### src/hw/rlie_defines.svh
// constants for the return and literal instruction executor
`ifndef RLIE_DEFINES_SVH
`define RLIE_DEFINES_SVH
`define RLIE_OPC_RETURN_FROM_IRQ 14'h0009
`define RLIE_OPC_OPTION_LOAD 14'h0062
`define RLIE_RET_LIT_TOP 4'hD
`define RLIE_RET_LIT_MSB 13
`define RLIE_RET_LIT_LSB 10
`define RLIE_IRQ_CTRL_RST 8'h00
`define RLIE_OPTION_RST 8'hFF
`define RLIE_ACC_RST 8'h00
`define RLIE_IRQ_EN_POS 7
`endif

### src/hw/rlie_pkg.sv
// types for the return and literal instruction executor
package rlie_pkg;
	typedef enum logic [2:0] {
		RLIE_IDLE = 3'b001,
		RLIE_POP = 3'b010,
		RLIE_LOAD = 3'b100
	} rlie_state_type;
	typedef enum logic [2:0] {
		RLIE_OP_NONE = 3'b000,
		RLIE_OP_RETFI = 3'b001,
		RLIE_OP_RETLIT = 3'b010,
		RLIE_OP_OPT = 3'b100
	} rlie_op_type;
	typedef struct packed {
		logic valid;
		logic [13:0] word;
	} rlie_instr_type;
	typedef struct packed {
		logic pop;
		logic [12:0] pc;
		logic pc_load;
	} rlie_flow_type;
endpackage

### src/hw/rlie_decode.sv
// opcode classifier for the return and literal instructions
`timescale 1ns/1ps
`include "rlie_defines.svh"
module rlie_decode (
	input wire logic [13:0] word_i,
	output rlie_pkg::rlie_op_type op_o
);
	always_comb begin
		if (word_i == `RLIE_OPC_RETURN_FROM_IRQ) begin
			op_o = rlie_pkg::RLIE_OP_RETFI;
		end else if (word_i[`RLIE_RET_LIT_MSB:`RLIE_RET_LIT_LSB] ==
			`RLIE_RET_LIT_TOP) begin
			op_o = rlie_pkg::RLIE_OP_RETLIT;
		end else if (word_i == `RLIE_OPC_OPTION_LOAD) begin
			op_o = rlie_pkg::RLIE_OP_OPT;
		end else begin
			op_o = rlie_pkg::RLIE_OP_NONE;
		end
	end
endmodule // rlie_decode

### src/hw/rlie_exec.sv
// execution of return-from-irq, return-with-literal and option load
`timescale 1ns/1ps
`include "rlie_defines.svh"
module rlie_exec #(
	parameter int PC_WIDTH = 13
) (
	input wire logic clk_i,
	input wire logic sys_rst_i,
	input rlie_pkg::rlie_instr_type instr_i,
	input wire logic [PC_WIDTH-1:0] stack_top_entry_i,
	input wire logic [7:0] acc_wr_i,
	input wire logic acc_wr_en_i,
	output logic busy_o,
	output logic stack_pop_o,
	output logic pc_load_o,
	output logic [PC_WIDTH-1:0] pc_o,
	output logic [7:0] acc_o,
	output logic [7:0] option_o,
	output logic [7:0] interrupt_control_reg_o,
	output logic global_irq_enable_bit_o,
	output logic status_we_o
);
	// ***********************************************
	// decode
	// ***********************************************
	rlie_pkg::rlie_op_type op;
	logic take;
	rlie_decode u_dec (
		.word_i(instr_i.word),
		.op_o(op)
	);
	// ***********************************************
	// helpers
	// ***********************************************
	// both returns share the pop cycle
	function automatic logic is_return(input rlie_pkg::rlie_op_type o);
		return (o == rlie_pkg::RLIE_OP_RETFI) ||
			(o == rlie_pkg::RLIE_OP_RETLIT);
	endfunction
	// ***********************************************
	// state
	// ***********************************************
	rlie_pkg::rlie_state_type state_reg, state_next;
	logic [PC_WIDTH-1:0] pc_reg, pc_next;
	logic [7:0] acc_reg, acc_next;
	logic [7:0] opt_reg, opt_next;
	logic [7:0] ictl_reg, ictl_next;
	logic pop_reg, pop_next;
	logic pcl_reg, pcl_next;
	assign take = instr_i.valid && (state_reg == rlie_pkg::RLIE_IDLE);
	assign busy_o = (state_reg != rlie_pkg::RLIE_IDLE);
	assign status_we_o = 1'b0;
	always_comb begin
		state_next = state_reg;
		pc_next = pc_reg;
		acc_next = acc_reg;
		opt_next = opt_reg;
		ictl_next = ictl_reg;
		pop_next = 1'b0;
		pcl_next = 1'b0;
		if (acc_wr_en_i) begin
			acc_next = acc_wr_i;
		end
		case (state_reg)
			rlie_pkg::RLIE_IDLE: begin
				if (take) begin
					case (op)
						rlie_pkg::RLIE_OP_RETFI: begin
							state_next = rlie_pkg::RLIE_POP;
							ictl_next[`RLIE_IRQ_EN_POS] = 1'b1;
						end
						rlie_pkg::RLIE_OP_RETLIT: begin
							state_next = rlie_pkg::RLIE_POP;
							acc_next = instr_i.word[7:0];
						end
						rlie_pkg::RLIE_OP_OPT: begin
							opt_next = acc_reg;
						end
						default: begin
						end
					endcase
				end
			end
			rlie_pkg::RLIE_POP: begin
				// second cycle: pop and reload pc
				pop_next = 1'b1;
				pcl_next = 1'b1;
				pc_next = stack_top_entry_i;
				// pop cycle is the second and last one
				state_next = rlie_pkg::RLIE_IDLE;
			end
			default: begin
				state_next = rlie_pkg::RLIE_IDLE;
			end
		endcase
	end
	always_ff @(posedge clk_i) begin
		if (sys_rst_i) begin
			state_reg <= rlie_pkg::RLIE_IDLE;
			pc_reg <= '0;
			acc_reg <= `RLIE_ACC_RST;
			opt_reg <= `RLIE_OPTION_RST;
			ictl_reg <= `RLIE_IRQ_CTRL_RST;
			pop_reg <= 1'b0;
			pcl_reg <= 1'b0;
		end else begin
			state_reg <= state_next;
			pc_reg <= pc_next;
			acc_reg <= acc_next;
			opt_reg <= opt_next;
			ictl_reg <= ictl_next;
			pop_reg <= pop_next;
			pcl_reg <= pcl_next;
		end
	end
	assign stack_pop_o = pop_reg;
	assign pc_load_o = pcl_reg;
	assign pc_o = pc_reg;
	assign acc_o = acc_reg;
	assign option_o = opt_reg;
	assign interrupt_control_reg_o = ictl_reg;
	assign global_irq_enable_bit_o = ictl_reg[`RLIE_IRQ_EN_POS];
	// ***********************************************
	// assertions
	// ***********************************************
	// return from irq, then pop, pc, status and busy checks common to all instructions
	a_retfi_pops: assert property (
		@(posedge clk_i) disable iff (sys_rst_i)
		take && op == rlie_pkg::RLIE_OP_RETFI
		|-> ##2 stack_pop_o && pc_load_o)
		else $error("return from irq did not pop");
	a_retfi_pc: assert property (
		@(posedge clk_i) disable iff (sys_rst_i)
		take && op == rlie_pkg::RLIE_OP_RETFI
		|=> ##1 pc_o == $past(stack_top_entry_i))
		else $error("return from irq pc not reloaded");
	a_pop_pulse: assert property (
		@(posedge clk_i) disable iff (sys_rst_i)
		stack_pop_o
		|=> !stack_pop_o)
		else $error("stack pop longer than one cycle");
	a_pc_hold: assert property (
		@(posedge clk_i) disable iff (sys_rst_i)
		!pc_load_o
		|-> $stable(pc_o))
		else $error("pc moved without a load");
	a_retfi_gie: assert property (
		@(posedge clk_i) disable iff (sys_rst_i)
		take && op == rlie_pkg::RLIE_OP_RETFI
		|=> global_irq_enable_bit_o)
		else $error("global enable not set");
	a_ictl_hold: assert property (
		@(posedge clk_i) disable iff (sys_rst_i)
		!(take && op == rlie_pkg::RLIE_OP_RETFI)
		|=> $stable(interrupt_control_reg_o))
		else $error("interrupt control changed without return");
	a_two_cycle: assert property (
		@(posedge clk_i) disable iff (sys_rst_i)
		take && op == rlie_pkg::RLIE_OP_RETFI
		|=> busy_o ##1 !busy_o)
		else $error("return from irq wrong length");
	a_no_status: assert property (
		@(posedge clk_i) disable iff (sys_rst_i)
		!status_we_o)
		else $error("status written");
	a_busy_refuse: assert property (
		@(posedge clk_i) disable iff (sys_rst_i)
		busy_o
		|=> !busy_o && $stable(option_o))
		else $error("instruction taken while busy");
	// return with literal
	a_lit_load: assert property (
		@(posedge clk_i) disable iff (sys_rst_i)
		take && op == rlie_pkg::RLIE_OP_RETLIT
		|=> acc_o == $past(instr_i.word[7:0]))
		else $error("literal not loaded");
	a_lit_pops: assert property (
		@(posedge clk_i) disable iff (sys_rst_i)
		take && op == rlie_pkg::RLIE_OP_RETLIT
		|-> ##2 stack_pop_o && pc_load_o)
		else $error("return with literal did not pop");
	a_lit_pc: assert property (
		@(posedge clk_i) disable iff (sys_rst_i)
		take && op == rlie_pkg::RLIE_OP_RETLIT
		|=> ##1 pc_o == $past(stack_top_entry_i))
		else $error("pc not reloaded from stack");
	a_lit_len: assert property (
		@(posedge clk_i) disable iff (sys_rst_i)
		take && op == rlie_pkg::RLIE_OP_RETLIT
		|=> busy_o ##1 !busy_o)
		else $error("return with literal wrong length");
	// option load
	a_opt_copy: assert property (
		@(posedge clk_i) disable iff (sys_rst_i)
		take && op == rlie_pkg::RLIE_OP_OPT
		|=> option_o == $past(acc_o) && !busy_o)
		else $error("option not loaded");
	a_opt_hold: assert property (
		@(posedge clk_i) disable iff (sys_rst_i)
		!(take && op == rlie_pkg::RLIE_OP_OPT)
		|=> $stable(option_o))
		else $error("option changed without option load");
	// ***********************************************
	// covers
	// ***********************************************
	c_retfi: cover property (@(posedge clk_i)
		take && op == rlie_pkg::RLIE_OP_RETFI);
	c_retlit: cover property (@(posedge clk_i)
		take && op == rlie_pkg::RLIE_OP_RETLIT);
	c_opt: cover property (@(posedge clk_i)
		take && op == rlie_pkg::RLIE_OP_OPT);
	c_refused: cover property (@(posedge clk_i)
		busy_o && instr_i.valid);
	c_ret_back: cover property (@(posedge clk_i)
		take && is_return(op) ##2 take && is_return(op));
endmodule // rlie_exec

### config.mk
export PLATFORM = sky130hd
export DESIGN_NAME = rlie_exec
export DESIGN_NICKNAME = d
export VERILOG_FILES = /design/src/hw/rlie_pkg.sv /design/src/hw/rlie_decode.sv /design/src/hw/rlie_exec.sv
export VERILOG_INCLUDE_DIRS = /design/src /design/src/hw
export SDC_FILE = /design/constraint.sdc
export NUM_CORES = 1
export LEC_CHECK = 0
export ABC_AREA = 1
export BUFFER_PORTS_ARGS = -buffer_cell sky130_fd_sc_hd__buf_2
export CAP_MARGIN = 20
export CORE_UTILIZATION = 47
export DETAILED_ROUTE_END_ITERATION = 10
export PLACE_DENSITY = 0.85
export RECOVER_POWER = 50
export SLEW_MARGIN = 20
export SYNTH_ARGS = -nofsm -noshare
export SYNTH_HDL_FRONTEND = slang
export SYNTH_SLANG_ARGS = --single-unit
### constraint.sdc
create_clock -name clk_i -period 1.87 [get_ports clk_i]
set_clock_uncertainty 0.1 [all_clocks]
set_input_delay 0.374 -clock clk_i [delete_from_list [all_inputs] [get_ports clk_i]]
set_output_delay 0.374 -clock clk_i [all_outputs]
set_load 0.02 [all_outputs]
* Word level (Yosys, flattened, before mapping)
Cells that the tools add are included.
** Word-level totals
- Flip-flop bits (word level) :: 33
- Output and inout bits :: 42
** Cells by class
- Eq/ne operators :: 9
- Multiplexer cells :: 8
- Bitwise logic cells :: 1
- Reductions and logical operators :: 6
** Operators with widths (number)
- 8-bit 2-to-1 mux :: 4
- 14-bit by 4-bit == test with 1-bit output, second input constant :: 1
- 14-bit by 7-bit == test with 1-bit output, second input constant :: 1
- 3-bit 2-to-1 mux :: 3
- 3-bit AND reduction :: 2
- 4-bit == test, second input constant :: 1
- 2-bit OR reduction :: 2
- 3-bit by 1-bit == test with 1-bit output, second input constant :: 1
- 3-bit by 2-bit == test with 1-bit output, second input constant :: 1
- 3-bit == test, second input constant :: 1
- 2-bit by 1-bit == test with 1-bit output, second input constant :: 1
- 2-bit == test, second input constant :: 1
- 2-bit by 1-bit != test with 1-bit output, second input constant :: 1
- 2-bit AND reduction :: 1
- 1-bit logical AND :: 1
- 1-bit 2-to-1 mux :: 1
- 1-bit NOT :: 1

* Logic depth before layout (Yosys ltp)
- Word-level depth :: 8
- Gate-level depth with buffers :: 7

* By module
A second synthesis with hierarchy kept.
** Second synthesis, totals
- Cells, all modules :: 231
- Area, all modules :: 1535.2 um^2
** Modules (own cells, without submodules)
- rlie_exec :: times used 1, cells each 196, area each 1397.6 um^2, seq. area each 660.6 um^2
- rlie_decode :: times used 1, cells each 35, area each 137.6 um^2, seq. area each 0.0 um^2

* Worst setup path before layout
No wires, ideal clock.
- Path type :: input -> register
- Start :: input port instr_i[9] (netlist bit)
- End :: register opt_reg[0], in the netlist option_o[0]
- Library setup time :: 0.129 ns
- Data arrival time :: 1.051 ns
- Data required time :: 1.641 ns
- Setup slack :: 0.590 ns
- Stages on the path :: 5
- Path buffers :: 0
- Cells stage by stage :: or2_4 nor2_8 nand3_4 nand2_1 nand3_1
** On the way
- Longest elaborated chain between the ends :: 6
- Elaborated cells on any way between the ends :: 7
** RTL lines
- start: declaration :: RTL line rlie_exec.sv:9 : input rlie_pkg::rlie_instr_type instr_i,
- 14-bit by 7-bit == test with 1-bit output (no source line)
- 3-bit 2-to-1 mux :: RTL line rlie_decode.sv:14 : end else if (word_i == `RLIE_OPC_OPTION_LOAD) begin
- 3-bit 2-to-1 mux :: RTL line rlie_decode.sv:11 : end else if (word_i[`RLIE_RET_LIT_MSB:`RLIE_RET_LIT_LSB] ==
- 3-bit 2-to-1 mux * :: RTL line rlie_decode.sv:9 : if (word_i == `RLIE_OPC_RETURN_FROM_IRQ) begin
- 3-bit == test * :: RTL line rlie_exec.sv:67 : case (op)
- 3-bit AND reduction (no source line) *
- end signal: assignment :: RTL line rlie_exec.sv:102 : opt_reg <= `RLIE_OPTION_RST;
- end signal: assignment :: RTL line rlie_exec.sv:110 : opt_reg <= opt_next;
- end: declaration :: RTL line rlie_exec.sv:46 : logic [7:0] opt_reg, opt_next;
Every way passes the cells marked *; elsewhere a longest branch is shown, timed or not.
A chain may end at the register's enable or synchronous reset.

* Worst setup path after layout
- Start :: register state_reg[1]
- End :: register acc_reg[5], in the netlist acc_o[5]
** On the way
- Longest elaborated chain between the ends :: 4
** RTL lines
- start: declaration :: RTL line rlie_exec.sv:43 : rlie_pkg::rlie_state_type state_reg, state_next;
- start signal: assignment :: RTL line rlie_exec.sv:99 : state_reg <= rlie_pkg::RLIE_IDLE;
- start signal: assignment :: RTL line rlie_exec.sv:107 : state_reg <= state_next;
- 2-bit by 1-bit == test with 1-bit output * :: RTL line rlie_exec.sv:50, rlie_exec.sv:64
- 1-bit logical AND :: RTL line rlie_exec.sv:50 : assign take = instr_i.valid && (state_reg == rlie_pkg::RLIE_IDLE);
- 8-bit 2-to-1 mux :: RTL line rlie_exec.sv:66 : if (take) begin
- 8-bit 2-to-1 mux * :: RTL line rlie_exec.sv:64 : case (state_reg)
- end signal: assignment :: RTL line rlie_exec.sv:101 : acc_reg <= `RLIE_ACC_RST;
- end signal: assignment :: RTL line rlie_exec.sv:109 : acc_reg <= acc_next;
- end: declaration :: RTL line rlie_exec.sv:45 : logic [7:0] acc_reg, acc_next;
Marks and branches as above.

==> run summary <==
The achievable clock frequency came out at 0.673 GHz. The routed length per placed instance is 10.6 um. After synthesis, the cell types taking the most area are sky130_fd_sc_hd__dfxtp_1 (44%), sky130_fd_sc_hd__nor2_1 (13%), sky130_fd_sc_hd__o21ai_0 (9.3%). Counting flops with a built-in enable in the synthesized netlist gives 0. The critical path's top delay family is simple AND/OR/NAND/NOR gates. The worst setup path is captured at a register. After detailed routing, the number of remaining DRC violations is 0. The count of input and output buffers is 72. For this run the aggregate overflow at the end of global routing stands at 0. The Yosys warning count came out at 0. The wire length of the first global-routing pass came out at 5.26 mm. For this run, the slowest stage of the critical path takes 0.31 ns. The class of the tightest hold or removal check is primary input to register. Detailed placement finished with a half-perimeter wire length of 2.58 mm. The xor/xnor share of the synthesized area is 0. The share of synthesized area in the top cell type comes to 0.436. The number of optimization iterations in the first detailed-route pass came out at 4. The register clock-pin slew on the reported worst setup and hold paths is 0.10 ns.

The total setup buffers inserted after CTS is 0. The max-slew violation count is 0. The fraction of the cycle the final worst path needs is 0.795. The total of endpoints with negative setup slack in the final report is 0. After synthesis, the largest family of logic cells by area is simple AND/OR/NAND/NOR gates. The area growth from synthesis to layout is 27.4%. The slowest stage cell on the critical path is sky130_fd_sc_hd__dfxtp_1. The most used flip-flop cell after synthesis is sky130_fd_sc_hd__dfxtp_1.

The number of flip-flops under the largest register name is 13. The initial antenna violation count was 0. The post-synthesis share of cell area spent on full adders, half adders and majority gates is 0.

The die is 58.8 um wide. The fraction of the yosys area taken by sequential cells came out at 0.436. The fraction of final layout cells with drive strength greater than 1 came out at 0.303. The gate count after technology mapping came out at 201.

The initial cell density of the core came out at 0.496. The clock buffer count from CTS came out at 5. Entering global routing, the biggest net connects 19 pins. Setup repair after global routing left no endpoint under its margin. The remaining antenna violation count is 0.

The full die area came out at 3450 um2. Traced cell by cell, the critical path runs through inv_1 > nand3_1 > nor2_4 > inv_1 > nor2_1 > nor2_1. The number of global-route vias before repair came out at 1273. By count the netlist is led by sky130_fd_sc_hd__nor2_1 (52), sky130_fd_sc_hd__dfxtp_1 (33), sky130_fd_sc_hd__o21ai_0 (28). The post-layout instance count excluding filler cells is 318. No sink is reached through more buffers than the 2 on the longest clock path.

The count of buffer and inverter cells on the critical path came out at 2. 81 I/O pins were placed. The areal power density over the cells came out at 743 nW/um2. The final standard cell utilization of the core is 0.632.

The cell taking the most area after synthesis is sky130_fd_sc_hd__dfxtp_1. The total number of vias came out at 1538. The number of resized instances in the post-cts repair step is 0. The mux cell area share after synthesis is 0. The number of placed instances, taps included, is 310. The final period demand of the worst path is 1.49 ns. TritonCTS built the clock tree. The static leakage power is 1.03 nW.

The placer's final routability congestion estimate came out at 0.779. The count of distinct cell types in the synthesized netlist is 20. The maximum level of the CTS H-tree came out at 2. The final antenna diode count came out at 0. For this run, asynchronously set or reset flops after synthesis account for 0. The cell chosen for the clock root is sky130_fd_sc_hd__clkbuf_4.

The data required time of the worst path is 2.00 ns. The placed cell area came out at 1870 um2. The die height is 58.8 um. The post-synthesis instance area came out at 1510 um2. Summed over all layers, the routed wires come to 3.36 mm. The number of hold violations in the final report came out at 0.

The total power after layout is 1.43 mW. The total number of nets in the final design is 312. The final setup slack of the worst path came out at 0.383 ns.

The maximum resistive drop on vdd came out at 393 uV. STA classifies the critical path startpoint as a register. The largest fanout on the critical path came out at 9.

The initial detailed-routing violation count is 56. The filler cell count came out at 303. The flow ran to the end, and the final reports show no timing, DRC or antenna violations. The finished cells cover 1930 um2. The clock sink count is 33. The number of buffers inserted by hold repair at cts came out at 0. In this run the standard cell core region covers 3050 um2. The number of placement rows is 20. The worst setup slack after placement is 0.414 ns. The compound-cell area share of the yosys netlist is 0.110.

The synthesized-area fraction occupied by and/or/nand/nor cells is 0.342. Hold timing on the final database bottoms out at a slack of 0.104 ns. The post-synthesis average cell area is 7.53 um2. The number of maximum-capacitance constraint violations is 0.

The overall global routing resource usage came out at 0.206. The number of synthesized register bits is 33. The clock insertion delay at the later pin of the skew report is 0.33 ns. In the routed layout, each cell is associated on average with a via count of 4.84.

Among all cell types in the netlist, the one instantiated most often is sky130_fd_sc_hd__nor2_1. The accumulated negative setup slack came out at 0 ns. The worst setup path is of the register to register kind. The critical path data arrival time is 1.62 ns.
-- per-layer routing --
metal / up-vias / wire length [um] / track usage
li1: 765 / - / -
met1: 690 / 1440 / 0.241
met2: 75 / 1540 / 0.333
met3: 8 / 334 / 0.0901
met4: 0 / 49 / 0.0782
met5: - / 0 / 0
-- cells by family after synthesis --
family / count (synthesis)
buf+inv: 33
other cells: 1
compound gates: 31
flops: 33
simple gates: 103
-- cells in the final DEF (no fill, tap or decap), types with 5 or more instances in the layout --
cell,n
sky130_fd_sc_hd__buf_2,64
sky130_fd_sc_hd__nor2_1,52
sky130_fd_sc_hd__dfxtp_1,33
sky130_fd_sc_hd__o21ai_0,28
sky130_fd_sc_hd__nand2_1,24
sky130_fd_sc_hd__inv_1,16
sky130_fd_sc_hd__nand3_1,10
sky130_fd_sc_hd__clkbuf_1,9
sky130_fd_sc_hd__nand4_1,8
sky130_fd_sc_hd__conb_1,8
sky130_fd_sc_hd__clkbuf_4,5
-- report_power, final --
| group | total, mW | internal (mW) | switching [mW] |
|---|---|---|---|
| logic | 0.155 | 0.0573 | 0.0974 |
| clock network | 0.555 | 0.319 | 0.236 |
| registers | 0.722 | 0.714 | 0.00849 |
| total | 1.43 | 1.09 | 0.341 |
-- layout make-up --
cell class | instances | area [um2] | area share
tap | 44 | 55.1 | 0.0286
sequential | 33 | 661 | 0.343
timing repair buffer | 74 | 365 | 0.189
multi-input combinational | 142 | 698 | 0.362
clock inverter | 1 | 30.0 | 0.0156
inverter | 17 | 63.8 | 0.0331
clock buffer | 7 | 55.1 | 0.0286
-- path summary, 6_finish.rpt --
path / to / slack, ns / depth (start not counted) / startpoint
hold reg to reg: option_o[5] / 0.36 / 2 / option_o[5]
hold / removal: pc_load_o / 0.10 / 2 / sys_rst_i
setup reg to reg: acc_o[5] / 0.38 / 6 / state_reg[1]
setup / recovery: acc_o[5] / 0.38 / 6 / state_reg[1]
Note: power is estimated with default switching activity, not from simulation.
